$ cat src/scu_pkg.sv
// constants, register map and field layouts for the serial channel block
// assumes a 32-bit avalon-mm master that drives byte addresses

package scu_pkg;

  // channel order: u0c0, u0c1, u0c2, u0c3, u1c0, u1c1
  localparam int NCH = 6;
  localparam int ADDR_W = 22;
  localparam int DATA_W = 32;

  // register indices; the byte address is the index times four
  localparam logic [19:0] IDX_CLK_GATE = 20'hF00F0;
  localparam logic [19:0] IDX_STATUS = 20'hF0120;
  localparam logic [19:0] IDX_START = 20'hF0122;
  localparam logic [19:0] IDX_PRESC [2] = '{20'hF0126, 20'hF0166};
  localparam logic [19:0] IDX_MODE [NCH] = '{20'hF0110, 20'hF0112, 20'hF0114, 20'hF0116, 20'hF0150, 20'hF0152};
  localparam logic [19:0] IDX_OPSET [NCH] = '{20'hF0118, 20'hF011A, 20'hF011C, 20'hF011E, 20'hF0158, 20'hF015A};
  localparam logic [19:0] IDX_DATA [NCH] = '{20'hFFF10, 20'hFFF12, 20'hFFF44, 20'hFFF46, 20'hFFF48, 20'hFFF4A};

  // per-channel properties
  localparam logic [NCH-1:0] CH_UNIT1 = 6'h30;  // channels that belong to unit 1
  localparam logic [NCH-1:0] CH_WIDE = 6'h03;   // channels with a 9-bit buffer
  localparam logic [NCH-1:0] CH_TRIG = 6'h2A;   // channels with trigger and invert fields

  // clock gate register
  localparam logic [7:0] GATE_RST = 8'h00;
  localparam logic [7:0] GATE_WMASK = 8'hAD;
  localparam int GATE_U0 = 2;
  localparam int GATE_U1 = 3;

  // mode, operation setting, data and prescaler registers
  localparam logic [15:0] MODE_RST = 16'h0020;
  localparam logic [15:0] MODE_WMASK_TRIG = 16'hC167;
  localparam logic [15:0] MODE_WMASK_PLAIN = 16'hC027;
  localparam logic [15:0] OPSET_RST = 16'h0087;
  localparam logic [15:0] OPSET_WMASK = 16'h0083;
  localparam logic [15:0] OPSET_FIXED_NARROW = 16'h0002;
  localparam logic [15:0] DATA_RST = 16'h0000;
  localparam logic [8:0] BUF_MASK_WIDE = 9'h1FF;
  localparam logic [8:0] BUF_MASK_NARROW = 9'h0FF;
  localparam logic [7:0] PRESC_RST = 8'h00;

  // data length codes and lengths
  localparam logic [1:0] DLS_9 = 2'b01;
  localparam logic [1:0] DLS_7 = 2'b10;
  localparam logic [3:0] LEN_7 = 4'h7;
  localparam logic [3:0] LEN_8 = 4'h8;
  localparam logic [3:0] LEN_9 = 4'h9;

  typedef enum logic [1:0] {
    MODE_CSI = 2'b00,
    MODE_UART = 2'b01,
    MODE_IIC = 2'b10,
    MODE_BAD = 2'b11
  } scu_opmode_t;

  typedef enum logic [2:0] {
    ST_IDLE = 3'b001,
    ST_WAIT = 3'b010,
    ST_SHIFT = 3'b100
  } scu_state_t;

  // mode register layout
  typedef struct packed {
    logic op_clock_select;
    logic transfer_clock_source;
    logic [4:0] rsv13_9;
    logic start_trigger_select;
    logic rsv7;
    logic rx_invert_select;
    logic fixed_one;
    logic [1:0] rsv4_3;
    logic mode_sel_hi;
    logic mode_sel_lo;
    logic irq_source_select;
  } scu_mode_t;

  // operation setting register layout (only order and length are kept)
  typedef struct packed {
    logic [7:0] rsv15_8;
    logic lsb_first;
    logic [4:0] rsv6_2;
    logic data_len_bit1;
    logic data_len_bit0;
  } scu_opset_t;

endpackage

$ cat src/scu_top.sv
// serial channel array: data buffers, mode registers, clock gates and shift engines
// assumes an avalon-mm master with byte addresses on i_mclk and pins from other clock domains
// Notes on behaviour
// - transmit copies buffer to shifter, shifts it out
// - data register 16 bits, divider bits 15..9
// - received data stored right aligned by length
// - nine bits only on the first pair
// - word access plus low-byte alias access
// - reset clears every data register
// - bits above data length cleared on reception
// - unit gate off: held reset, writes ignored
// - operation clock picks prescaled clock a or b
// - transfer clock: divided clock or serial pin
// - operation clock edge detector, transfer clock shifter
// - odd channels may start on receive edge
// - transfer begins after start and trigger met
// - invert bit picks start edge and uart receive data polarity
// - mode bits 2..1 pick uart; csi and two-wire codes shift alike
// - interrupt source zero: end of transfer
// - interrupt source one: buffer empty on load
// - nine bit shift register, hidden from software
// - length codes: 01 nine (uart on the first pair, else eight), 10 seven, 11 eight
`timescale 1ns/1ps

module scu_top (
  // clock and reset
  input wire logic i_mclk,
  input wire logic i_sys_rst,
  // avalon-mm slave
  input wire logic [scu_pkg::ADDR_W-1:0] i_avs_address,
  input wire logic i_avs_read,
  input wire logic i_avs_write,
  input wire logic [scu_pkg::DATA_W-1:0] i_avs_writedata,
  input wire logic [3:0] i_avs_byteenable,
  output logic [scu_pkg::DATA_W-1:0] o_avs_readdata,
  output logic o_avs_waitrequest,
  // serial pins
  input wire logic [scu_pkg::NCH-1:0] i_rx_data_pin,
  input wire logic [scu_pkg::NCH-1:0] i_serial_clock_pin,
  output logic [scu_pkg::NCH-1:0] o_tx_data_pin,
  // channel interrupts
  output logic [scu_pkg::NCH-1:0] o_chan_irq
);
  import scu_pkg::*;

  // nine-bit reversal inside the low n bits, upper bits zero
  function automatic logic [8:0] rev_len(input logic [8:0] d, input logic [3:0] n);
    logic [8:0] r;
    r = 9'h000;
    for (int i = 0; i < 9; i++) begin
      if (4'(i) < n) begin
        r[i] = d[n - 4'(i) - 4'h1];
      end
    end
    return r;
  endfunction

  // mask of the low n bits
  function automatic logic [8:0] len_mask(input logic [3:0] n);
    return 9'((10'h001 << n) - 10'h001);
  endfunction

  // bus handshake state
  logic wait_reg;        // waitrequest, low for exactly one cycle per request
  logic wr_fire;         // write takes effect this edge
  logic [19:0] word_idx; // register index of the access
  logic [DATA_W-1:0] rd_next;

  // shared registers
  logic [7:0] gate_reg;           // peripheral_clock_gate
  logic [7:0] presc_reg [2];      // unit_prescaler_select per unit
  logic [15:0] presc_cnt_reg;     // free-running prescaler count
  logic [1:0] tick_a;             // prescaled_clock_a tick per unit
  logic [1:0] tick_b;             // prescaled_clock_b tick per unit
  logic [1:0] unit_on;            // unit clock enable per unit
  logic [NCH-1:0] start_pulse;    // chan_start_reg write, one cycle
  logic [NCH-1:0] busy;           // chan_enable_status

  // per-channel register file
  logic [15:0] data_reg [NCH];    // chan_data_reg
  logic [15:0] mode_reg [NCH];    // chan_mode_reg
  logic [15:0] opset_reg [NCH];   // chan_op_setting_reg

  assign wr_fire = i_avs_write && !wait_reg;
  assign word_idx = i_avs_address[ADDR_W-1:2];
  assign unit_on = {gate_reg[GATE_U1], gate_reg[GATE_U0]};

  // waitrequest drops one cycle after a request and rises again after the answer
  always_ff @(posedge i_mclk) begin
    if (i_sys_rst) begin
      wait_reg <= 1'b1;
    end else if (wait_reg && (i_avs_read || i_avs_write)) begin
      wait_reg <= 1'b0;
    end else begin
      wait_reg <= 1'b1;
    end
  end
  assign o_avs_waitrequest = wait_reg;

  // read data is registered while waitrequest is still high, so it stands at the answer edge
  always_ff @(posedge i_mclk) begin
    if (i_sys_rst) begin
      o_avs_readdata <= '0;
    end else if (wait_reg && i_avs_read) begin
      o_avs_readdata <= rd_next;
    end
  end

  // read decode; unmapped addresses read as zero
  always_comb begin
    rd_next = '0;
    if (word_idx == IDX_CLK_GATE) begin
      rd_next = {24'h000000, gate_reg};
    end else if (word_idx == IDX_STATUS) begin
      rd_next = {26'h0000000, busy};
    end else if (word_idx == IDX_PRESC[0]) begin
      rd_next = {24'h000000, presc_reg[0]};
    end else if (word_idx == IDX_PRESC[1]) begin
      rd_next = {24'h000000, presc_reg[1]};
    end else begin
      for (int c = 0; c < NCH; c++) begin
        if (word_idx == IDX_DATA[c]) begin
          rd_next = {16'h0000, data_reg[c]};
        end else if (word_idx == IDX_MODE[c]) begin
          rd_next = {16'h0000, mode_reg[c]};
        end else if (word_idx == IDX_OPSET[c]) begin
          rd_next = {16'h0000, opset_reg[c]};
        end
      end
    end
  end

  // clock gate register; bits 1, 4 and 6 always stay zero, bits 0, 5 and 7 stay writable
  always_ff @(posedge i_mclk) begin
    if (i_sys_rst) begin
      gate_reg <= GATE_RST;
    end else if (wr_fire && word_idx == IDX_CLK_GATE && i_avs_byteenable[0]) begin
      gate_reg <= i_avs_writedata[7:0] & GATE_WMASK;
    end
  end

  // prescaler select per unit, held reset and write-locked while the unit is gated
  always_ff @(posedge i_mclk) begin
    for (int u = 0; u < 2; u++) begin
      if (i_sys_rst || !unit_on[u]) begin
        presc_reg[u] <= PRESC_RST;
      end else if (wr_fire && word_idx == IDX_PRESC[u] && i_avs_byteenable[0]) begin
        presc_reg[u] <= i_avs_writedata[7:0];
      end
    end
  end

  // shared prescaler counter; each select nibble divides by two to its power
  always_ff @(posedge i_mclk) begin
    if (i_sys_rst) begin
      presc_cnt_reg <= 16'h0000;
    end else begin
      presc_cnt_reg <= presc_cnt_reg + 16'h0001;
    end
  end

  // prescaled tick per unit; select value zero ticks every cycle
  always_comb begin
    for (int u = 0; u < 2; u++) begin
      tick_a[u] = (presc_cnt_reg & (16'hFFFF >> (5'd16 - {1'b0, presc_reg[u][3:0]})))
                  == (16'hFFFF >> (5'd16 - {1'b0, presc_reg[u][3:0]}));
      tick_b[u] = (presc_cnt_reg & (16'hFFFF >> (5'd16 - {1'b0, presc_reg[u][7:4]})))
                  == (16'hFFFF >> (5'd16 - {1'b0, presc_reg[u][7:4]}));
    end
  end

  // start register: writing one requests a transfer on that channel
  always_ff @(posedge i_mclk) begin
    if (i_sys_rst) begin
      start_pulse <= '0;
    end else if (wr_fire && word_idx == IDX_START && i_avs_byteenable[0]) begin
      for (int c = 0; c < NCH; c++) begin
        start_pulse[c] <= i_avs_writedata[c] && unit_on[CH_UNIT1[c]];
      end
    end else begin
      start_pulse <= '0;
    end
  end

  // one engine per channel
  for (genvar c = 0; c < NCH; c++) begin : g_ch
    localparam bit WIDE = CH_WIDE[c];
    localparam bit TRIG = CH_TRIG[c];
    localparam int UNIT = CH_UNIT1[c] ? 1 : 0;

    logic rst_ch;            // system reset or unit gated off
    scu_mode_t mode;         // decoded mode register
    scu_opset_t opset;       // decoded operation setting
    logic uart;              // asynchronous mode selected
    logic [3:0] len;         // data length in bits
    logic [3:0] last_pos;    // last bit position of a frame
    logic [8:0] buf_mask;    // buffer bits that exist on this channel
    logic op_tick;           // operation clock tick
    logic t_tick;            // transfer clock tick
    logic [7:0] div_cnt_reg; // operation clock divider
    logic int_tick_reg;      // divided transfer tick
    logic [2:0] rx_sync_reg; // receive pin synchroniser and history
    logic [2:0] sck_sync_reg;// serial clock pin synchroniser and history
    logic rx_last_reg;       // receive level seen at the previous operation tick
    logic start_edge;        // valid start edge on the receive pin
    scu_state_t state_reg;
    logic [8:0] shift_reg;   // hidden shift register
    logic [3:0] pos_reg;     // bit position within the frame
    logic store_reg;         // received data goes to the buffer next edge
    logic [8:0] rx_value;    // received data ready for the buffer
    logic [8:0] ld_value;    // buffer ready for the shifter
    logic data_pos;          // position carries a data bit
    logic tx_bit;            // level to drive at this position

    assign rst_ch = i_sys_rst || !unit_on[UNIT];
    assign mode = scu_mode_t'(mode_reg[c]);
    assign opset = scu_opset_t'(opset_reg[c]);
    assign uart = {mode.mode_sel_hi, mode.mode_sel_lo} == MODE_UART;
    assign buf_mask = WIDE ? BUF_MASK_WIDE : BUF_MASK_NARROW;

    // length decode; nine bits only in uart mode on wide channels
    always_comb begin
      if ({opset.data_len_bit1, opset.data_len_bit0} == DLS_7) begin
        len = LEN_7;
      end else if ({opset.data_len_bit1, opset.data_len_bit0} == DLS_9 && WIDE && uart) begin
        len = LEN_9;
      end else begin
        len = LEN_8;
      end
    end

    // uart frames carry a start and a stop bit around the data
    assign last_pos = uart ? len + 4'h1 : len - 4'h1;
    assign data_pos = uart ? (pos_reg != 4'h0 && pos_reg <= len) : 1'b1;
    assign tx_bit = (uart && pos_reg == 4'h0) ? 1'b0 : (uart && pos_reg > len) ? 1'b1 : shift_reg[0];

    // operation clock choice between the two prescaled ticks
    assign op_tick = mode.op_clock_select ? tick_b[UNIT] : tick_a[UNIT];

    // pin synchronisers; the second stage is read, the third only on the serial clock pin
    always_ff @(posedge i_mclk) begin
      if (rst_ch) begin
        rx_sync_reg <= 3'b111;
        sck_sync_reg <= 3'b000;
      end else begin
        rx_sync_reg <= {rx_sync_reg[1:0], i_rx_data_pin[c]};
        sck_sync_reg <= {sck_sync_reg[1:0], i_serial_clock_pin[c]};
      end
    end

    // divider: one transfer tick per 2*(ratio+1) operation ticks
    always_ff @(posedge i_mclk) begin
      if (rst_ch) begin
        div_cnt_reg <= 8'h00;
        int_tick_reg <= 1'b0;
      end else if (state_reg != ST_SHIFT) begin
        // parked half a bit in, so the first tick of a frame lands mid start bit
        div_cnt_reg <= {1'b0, data_reg[c][15:9]} + 8'h01;
        int_tick_reg <= 1'b0;
      end else if (op_tick) begin
        int_tick_reg <= div_cnt_reg == {data_reg[c][15:9], 1'b1};
        div_cnt_reg <= (div_cnt_reg == {data_reg[c][15:9], 1'b1}) ? 8'h00 : div_cnt_reg + 8'h01;
      end else begin
        int_tick_reg <= 1'b0;
      end
    end

    // transfer clock: divided clock or rising edge on the serial clock pin
    assign t_tick = mode.transfer_clock_source ? (sck_sync_reg[1] && !sck_sync_reg[2]) : int_tick_reg;

    // edge detector runs on the operation clock; invert picks falling or rising
    always_ff @(posedge i_mclk) begin
      if (rst_ch) begin
        rx_last_reg <= 1'b1;
      end else if (op_tick) begin
        rx_last_reg <= rx_sync_reg[1];
      end
    end
    assign start_edge = op_tick && (mode.rx_invert_select ? (!rx_last_reg && rx_sync_reg[1])
                                                          : (rx_last_reg && !rx_sync_reg[1]));

    // buffer into shifter order, and shifter back to right-aligned data
    assign ld_value = opset.lsb_first ? (data_reg[c][8:0] & len_mask(len)) : rev_len(data_reg[c][8:0], len);
    always_comb begin
      rx_value = shift_reg >> (4'h9 - len);
      if (!opset.lsb_first) begin
        rx_value = rev_len(rx_value, len);
      end
      if (uart && mode.rx_invert_select) begin
        rx_value = ~rx_value;
      end
      rx_value = rx_value & len_mask(len) & buf_mask;
    end

    // channel sequencer: wait for start, optional edge trigger, then shift
    always_ff @(posedge i_mclk) begin
      if (rst_ch) begin
        state_reg <= ST_IDLE;
        shift_reg <= 9'h000;
        pos_reg <= 4'h0;
        store_reg <= 1'b0;
        o_tx_data_pin[c] <= 1'b1;
        o_chan_irq[c] <= 1'b0;
      end else begin
        store_reg <= 1'b0;
        o_chan_irq[c] <= 1'b0;
        case (state_reg)
          ST_IDLE: begin
            if (start_pulse[c] && TRIG && mode.start_trigger_select) begin
              state_reg <= ST_WAIT;
            end else if (start_pulse[c]) begin
              state_reg <= ST_SHIFT;
              shift_reg <= ld_value;
              pos_reg <= 4'h0;
              o_chan_irq[c] <= mode.irq_source_select;
            end
          end
          ST_WAIT: begin
            if (start_edge) begin
              state_reg <= ST_SHIFT;
              shift_reg <= ld_value;
              pos_reg <= 4'h0;
              o_chan_irq[c] <= mode.irq_source_select;
            end
          end
          ST_SHIFT: begin
            if (t_tick) begin
              o_tx_data_pin[c] <= tx_bit;
              if (data_pos) begin
                shift_reg <= {rx_sync_reg[1], shift_reg[8:1]};
              end
              pos_reg <= pos_reg + 4'h1;
              if (pos_reg == last_pos) begin
                state_reg <= ST_IDLE;
                store_reg <= 1'b1;
                o_chan_irq[c] <= !mode.irq_source_select;
              end
            end
          end
          default: begin
            state_reg <= ST_IDLE;
          end
        endcase
      end
    end
    assign busy[c] = state_reg != ST_IDLE;

    // data register: reception store wins over a bus write in the same cycle
    always_ff @(posedge i_mclk) begin
      if (rst_ch) begin
        data_reg[c] <= DATA_RST;
      end else if (store_reg) begin
        data_reg[c][8:0] <= rx_value | (data_reg[c][8:0] & ~buf_mask);
      end else if (wr_fire && word_idx == IDX_DATA[c]) begin
        if (i_avs_byteenable[0]) begin
          data_reg[c][7:0] <= i_avs_writedata[7:0];
        end
        if (i_avs_byteenable[1]) begin
          data_reg[c][15:8] <= {i_avs_writedata[15:9], i_avs_writedata[8] & buf_mask[8]};
        end
      end
    end

    // mode and operation setting registers; reset loads fixed values, but writes can clear mode bit 5 and clear opset bit 2
    always_ff @(posedge i_mclk) begin
      if (rst_ch) begin
        mode_reg[c] <= MODE_RST;
        opset_reg[c] <= WIDE ? OPSET_RST : (OPSET_RST | OPSET_FIXED_NARROW);
      end else if (wr_fire && &i_avs_byteenable[1:0]) begin
        if (word_idx == IDX_MODE[c]) begin
          mode_reg[c] <= i_avs_writedata[15:0] & (TRIG ? MODE_WMASK_TRIG : MODE_WMASK_PLAIN);
        end
        if (word_idx == IDX_OPSET[c]) begin
          opset_reg[c] <= (i_avs_writedata[15:0] & OPSET_WMASK) | (WIDE ? 16'h0000 : OPSET_FIXED_NARROW);
        end
      end
    end
  end

endmodule

$ cat config.mk
export PLATFORM = sky130hd
export DESIGN_NAME = scu_top
export DESIGN_NICKNAME = d
export VERILOG_FILES = /design/src/scu_pkg.sv /design/src/scu_top.sv
export SDC_FILE = /design/constraint.sdc
export NUM_CORES = 1
export LEC_CHECK = 0
export ABC_AREA = 1
export BUFFER_PORTS_ARGS = -buffer_cell sky130_fd_sc_hd__buf_4
export CORE_MARGIN = 2
export CORE_UTILIZATION = 29
export DETAILED_ROUTE_END_ITERATION = 8
export PLACE_DENSITY = 0.43
export SYNTH_ARGS = -nofsm -noshare
export SYNTH_HDL_FRONTEND = slang
export SYNTH_SLANG_ARGS = --single-unit
$ cat constraint.sdc
create_clock -name i_mclk -period 8.7 [get_ports i_mclk]
set_clock_uncertainty 0.2 [all_clocks]
set_input_delay 1.74 -clock i_mclk [delete_from_list [all_inputs] [get_ports i_mclk]]
set_output_delay 1.74 -clock i_mclk [all_outputs]
set_load 0.1 [all_outputs]
After elaboration in Yosys (flattened, before gate mapping):

Memories as Yosys holds them, arrays and structs flattened.
Cells that the tools add are included.

* reductions and logical operators: 169
* div/mod/pow operators: 0
* muxes and demuxes: 717
* equality and inequality tests: 119
* $add $sub $neg: 137
* multiply operators: 0
* shift-type cells: 16
* $lt $le $gt $ge: 120
* bitwise logic cells: 83

Operators with widths (number)
* $mux 32: 21
* $eq 20x20->1 const B: 23
* $bmux 1 s4: 104
* $mux 1: 412
* $mux 9: 43
* $mux 8: 40
* $lt 4x5->1 const B: 54
* $sub 4x1->4 const B: 54
* $pmux 9 s3: 6
* $mux 4: 39
* $lt 3x4->1 const A: 24
* $sub 4x3->4 const B: 24
* $mux 3: 27
* $logic_and 1x1->1: 77
* $and 9x9->9: 8
* $pmux 4 s3: 6
* $ne 2x2->1 const B: 33
* $and 16x16->16: 4
* $eq 16x16->1: 4
* $shr 16x5->16 const A: 4
* $pmux 3 s3: 6
* $shl 1x4->9 const A: 6
* $shr 9x4->9: 6
* $sub 9x1->9 const B: 6
* other kinds (43): 330

* bits in registers: 264
* bits in latches: 0
* word-level logic and storage cells: 1436
* input bits: 74
* memory bits (read-only): 0
* memories: 4
* RAM bits: 184

Memory list
* data_reg: depth 6, bits a word 16, read ports 6, clocked after Yosys merged registers in 0, wr ports 6, RTL line scu_top.sv:80 `logic [15:0] data_reg [NCH];`
* mode_reg: depth 6, bits a word 8, read ports 6, clocked after Yosys merged registers in 0, wr ports 6, RTL line scu_top.sv:81 `logic [15:0] mode_reg [NCH];`
* opset_reg: depth 6, bits a word 4, read ports 6, clocked after Yosys merged registers in 0, wr ports 6, RTL line scu_top.sv:82 `logic [15:0] opset_reg [NCH];`
* presc_reg: depth 2, bits a word 8, read ports 2, clocked after Yosys merged registers in 0, wr ports 2, RTL line scu_top.sv:71 `logic [7:0] presc_reg [2];`

Depth between registers and ports, before layout:

* depth in word-level cells: 23
* gate-level depth with buffers: 25

Worst setup path before layout:

No wires, ideal clock.

* kind: input -> register
* start: input port i_avs_address[16] (netlist bit)
* end: memory data_reg[5][10], enable pin
* setup slack: 4.658 ns
* required time: 8.117 ns
* setup time: 0.383 ns
* arrival time: 3.459 ns
* stages: 8
* path through: nand4_1 > nor2_2 > inv_2 > nor2_1 > inv_1 > nor2_1 > inv_1 > o31ai_1

RTL lines
* from (decl): RTL line scu_top.sv:30 `input wire logic [scu_pkg::ADDR_W-1:0] i_avs_address,`
* to (decl): RTL line scu_top.sv:80

==> Implementation_results.wiki <==
{| class="wikitable"
! Metric !! Value
|-
| Largest fanout on the critical path || 20
|-
| Max Cap Violations || 0
|-
| Number of cells on the worst hold path || 2
|-
| Hold/Removal Path Class || flop to flop
|-
| Part of the power in registers || 0.468
|-
| Number of design rule violations left after detail routing || 0
|-
| Critical R2R Launch || mode_reg[0][1]$_SDFFCE_PN0P_
|-
| Endpoint, Worst Hold || g_ch[1].sck_sync_reg[1]$_SDFF_PN0_
|-
| First-iteration detailed-routing DRC count || 2012
|-
| Remaining global-route overflow || 0
|-
| Top flip-flop cell by instance count after synthesis || sky130_fd_sc_hd__dfxtp_1
|-
| Number of different library cells in the post-synthesis netlist || 66
|-
| Share of total power in the clock network || 0.499
|-
| Flip-flop count of the largest register after layout || a little over 90
|-
| Leakage power || 10.9 nW
|-
| Number of vias after detailed routing || 24000
|-
| Cell depth of the worst flop-to-flop path || 14
|-
| Horizontal die dimension || between 200 and 300 um
|-
| Switching Share || 0.241
|-
| Capture point of the worst reg-to-reg path || g_ch[0].shift_reg[2]$_SDFFE_PN0P_
|-
| Htree depth || 2
|-
| Final Routed Wirelength || 94.5 mm
|-
| Proportion of synthesized flip-flops having asynchronous set or reset || 0
|-
| Clock transition at the register clock pins on the worst setup and hold paths after CTS || 0.06 ns
|-
| Antenna violation net count after detailed routing || 0
|-
| Portion of the clock cycle consumed by the worst path in the final layout || 0.589
|-
| Startpoint-to-endpoint class of the critical path || input port to flop
|-
| Worst-Skew Late Latency || 0.62 ns
|-
| HP Start || g_ch[1].sck_sync_reg[0]$_SDFF_PN0_
|-
| Start point of the critical path || i_avs_write
|-
| Number of gates resized after cts || 0
|-
| Max Buffers Root-to-Sink || 3
|-
| DP Wirelength || 69.1 mm
|-
| Sum Neg Setup Slack || 0 ns
|-
| Length of the first detailed-routing pass in iterations || 5
|-
| Buffers inserted by post-CTS timing repair || 0
|-
| Most common cell after layout, fill and taps aside || sky130_fd_sc_hd__nand2_1
|-
| Number of buffers created by CTS || 53
|-
| Number of nets in the finished design || 3660
|-
| Critical path required time || 8.73 ns
|-
| Final count of pins violating max slew || 0
|-
| Via count of the first global-routing pass || 22700
|-
| Final period demand of the worst path || 5.12 ns
|-
| Achievable frequency || 195 MHz
|-
| Clock net sink count || 412
|-
| Input/output buffers || 82
|-
| Total standard cell area after synthesis || 25000 um^2
|-
| Clock Root Buffer || sky130_fd_sc_hd__clkbuf_16
|-
| Cell-internal power || about 3.2 mW
|-
| Final setup vio count || 0
|-
| Maximum ir drop on the vdd rail || 0.116 mV
|-
| Most frequent cells in the layout || 607 x sky130_fd_sc_hd__nand2_1, 463 x sky130_fd_sc_hd__inv_1, 414 x sky130_fd_sc_hd__nor2_1
|-
| Gate power share || 0.033
|-
| Post-Synthesis Mean Instance Area || between 7 and 8 um^2
|-
| #FFs+latches synth || 412
|-
| Number of antenna violations at the first check in global routing || 4
|-
| Average detailed-routed wire length per instance || approximately 20 um
|-
| I/O pin count || around 120
|-
| Starting Density || 0.293
|-
| Global routing usage summed across all routing layers || 0.208
|-
| Setup repair after global routing missed its margin || no
|-
| Total power per unit cell area || 150 nW/um^2
|-
| Core area || 85300 um^2
|-
| Count of hold buffers inserted by post-cts repair || 0
|-
| Number of instances in the synthesized netlist || 3464
|-
| Critical Path Start Type || input port
|-
| Die height || around 300 um
|-
| Die outline area || 88500 um^2
|-
| Global-route wire length before repair || 142 mm
|-
| Largest net degree at the start of global routing || 89
|-
| Number of enable flip-flop cells after synthesis || 169
|-
| Endpoint arrival time on the critical path || 5.16 ns
|-
| Signed area change from the synthesized netlist to the final layout || 13.7%
|-
| Switching component of the power || 1.03 mW
|-
| Post-DR vias/cell || 5.09
|-
| Final hold violation count || 0
|-
| Ys Warns || 0
|-
| Filler cell count || 9317
|-
| Slew at the pin with the worst max-slew slack || 1.21 ns
|-
| Cell area after placement || 26700 um^2
|-
| Share of layout cells above drive strength 1 || 0.0727
|-
| Internal reg-to-reg setup slack || just under 4 ns
|-
| Tightest slew margin relative to the limit || 0.171
|-
| Number of placement rows || 107
|-
| Sequential-to-total area share from yosys stat || 0.398
|-
| Post-route cell area || 28400 um^2
|-
| Clock tree from TritonCTS || built
|-
| CP endpoint kind || flop
|-
| Status || completed
|-
| RePlAce Congestion || 0.934
|}
==> worst max-delay path: stages <==
cell and delay, ns:
sky130_fd_sc_hd__buf_4 0.11, sky130_fd_sc_hd__inv_1 0.04, sky130_fd_sc_hd__nor2_1 0.15, sky130_fd_sc_hd__nand2_1 0.29
sky130_fd_sc_hd__nor2_1 0.99, sky130_fd_sc_hd__inv_1 0.74, sky130_fd_sc_hd__o21ai_0 1.08
==> layout make-up <==
class                           instances  area, um^2  area share
Antenna cell                            1        2.50   0.0000881
Clock buffer                           74        1490      0.0524
Tap cell                             1144        1430      0.0504
Clock inverter                         26         165     0.00581
Timing Repair Buffer                  105         801      0.0282
Inverter                              492        1850      0.0650
Sequential cell                       412        9940       0.350
Multi-Input combinational cell       2453       12700       0.448
==> through the flow <==
stage	cells	power [mW]	hold slack (ns)	setup WS, ns	utilization
after floorplan	3482	2.12	0.193	4.66	-
final	4707	4.27	0.207	3.58	0.333
after global placement	4606	2.18	0.195	3.00	0.314
after CTS	4706	4.32	0.212	3.61	0.333
after global routing	4706	4.40	0.221	3.37	0.333
after detailed placement	4606	2.18	0.200	2.96	0.314
==> Yosys cell counts (13+ instances only) <==
| master | n | area [um^2] |
|---|---|---|
| sky130_fd_sc_hd__o211ai_1 | 32 | 240 |
| sky130_fd_sc_hd__o31ai_1 | 13 | 97.6 |
| sky130_fd_sc_hd__clkinv_1 | 16 | 60.1 |
| sky130_fd_sc_hd__or2_2 | 22 | 138 |
| sky130_fd_sc_hd__a31oi_1 | 28 | 175 |
| sky130_fd_sc_hd__a21oi_1 | 270 | 1350 |
| sky130_fd_sc_hd__nor4_1 | 16 | 100 |
| sky130_fd_sc_hd__buf_4 | 16 | 120 |
| sky130_fd_sc_hd__inv_1 | 464 | 1740 |
| sky130_fd_sc_hd__o2111ai_1 | 22 | 193 |
| sky130_fd_sc_hd__o21ai_1 | 39 | 195 |
| sky130_fd_sc_hd__nand4_1 | 54 | 338 |
| sky130_fd_sc_hd__o22ai_1 | 60 | 375 |
| sky130_fd_sc_hd__a211oi_1 | 30 | 225 |
| sky130_fd_sc_hd__nand2_1 | 608 | 2280 |
| sky130_fd_sc_hd__nor2_1 | 415 | 1560 |
| sky130_fd_sc_hd__o21ai_0 | 328 | 1640 |
| sky130_fd_sc_hd__clkbuf_1 | 95 | 357 |
| sky130_fd_sc_hd__nand3_1 | 168 | 841 |
| sky130_fd_sc_hd__ha_1 | 69 | 863 |
| sky130_fd_sc_hd__edfxtp_1 | 169 | 5070 |
| sky130_fd_sc_hd__xor2_1 | 59 | 517 |
| sky130_fd_sc_hd__nor3_1 | 67 | 335 |
| sky130_fd_sc_hd__dfxtp_1 | 243 | 4860 |
| sky130_fd_sc_hd__xnor2_1 | 19 | 166 |
| sky130_fd_sc_hd__a22oi_1 | 15 | 113 |
==> cells by family after synthesis <==
family / share of synthesized area
other: 0.000301
and+or+nand+nor: 0.237
xor gates and xnor gates: 0.0287
AOI/OAI and AO/OA: 0.205
adders and majority gates: 0.0346
DFF: 0.398
buffers and inverters: 0.0961
==> metal layers <==
| layer | up-vias | track usage | wire length (um) |
|---|---|---|---|
| li1 | 11800 | - | - |
| met4 | 4 | 0.0625 | 2690 |
| met1 | 11400 | 0.280 | 42800 |
| met5 | - | 0 | 18 |
| met3 | 117 | 0.0315 | 5280 |
| met2 | 628 | 0.344 | 43700 |
==> worst max-delay path by stage <==
stage / to / slack, ns / depth (start not counted)
2_1_floorplan: data_reg[5][10]$_SDFFCE_PN0P_ / 4.66 / 8
3_3_place_gp: mode_reg[3][1]$_SDFFCE_PN0P_ / 3.00 / 7
3_5_place_dp: mode_reg[3][2]$_SDFFCE_PN0P_ / 2.96 / 7
4_1_cts: mode_reg[3][2]$_SDFFCE_PN0P_ / 3.61 / 7
5_1_grt: mode_reg[3][3]$_SDFFCE_PN1P_ / 3.37 / 7
6_report: mode_reg[3][2]$_SDFFCE_PN0P_ / 3.58 / 7
==> power by group through the flow <==
stage / sequential (mW) / clock [mW] / combinational, mW
6_report: 2.00 / 2.13 / 0.141
5_1_grt: 2.00 / 2.26 / 0.147
4_1_cts: 2.00 / 2.18 / 0.139
3_5_place_dp: 2.04 / 0 / 0.139
3_3_place_gp: 2.04 / 0 / 0.139
2_1_floorplan: 2.05 / 0 / 0.0694
Note: power is estimated with default switching activity, not from simulation.
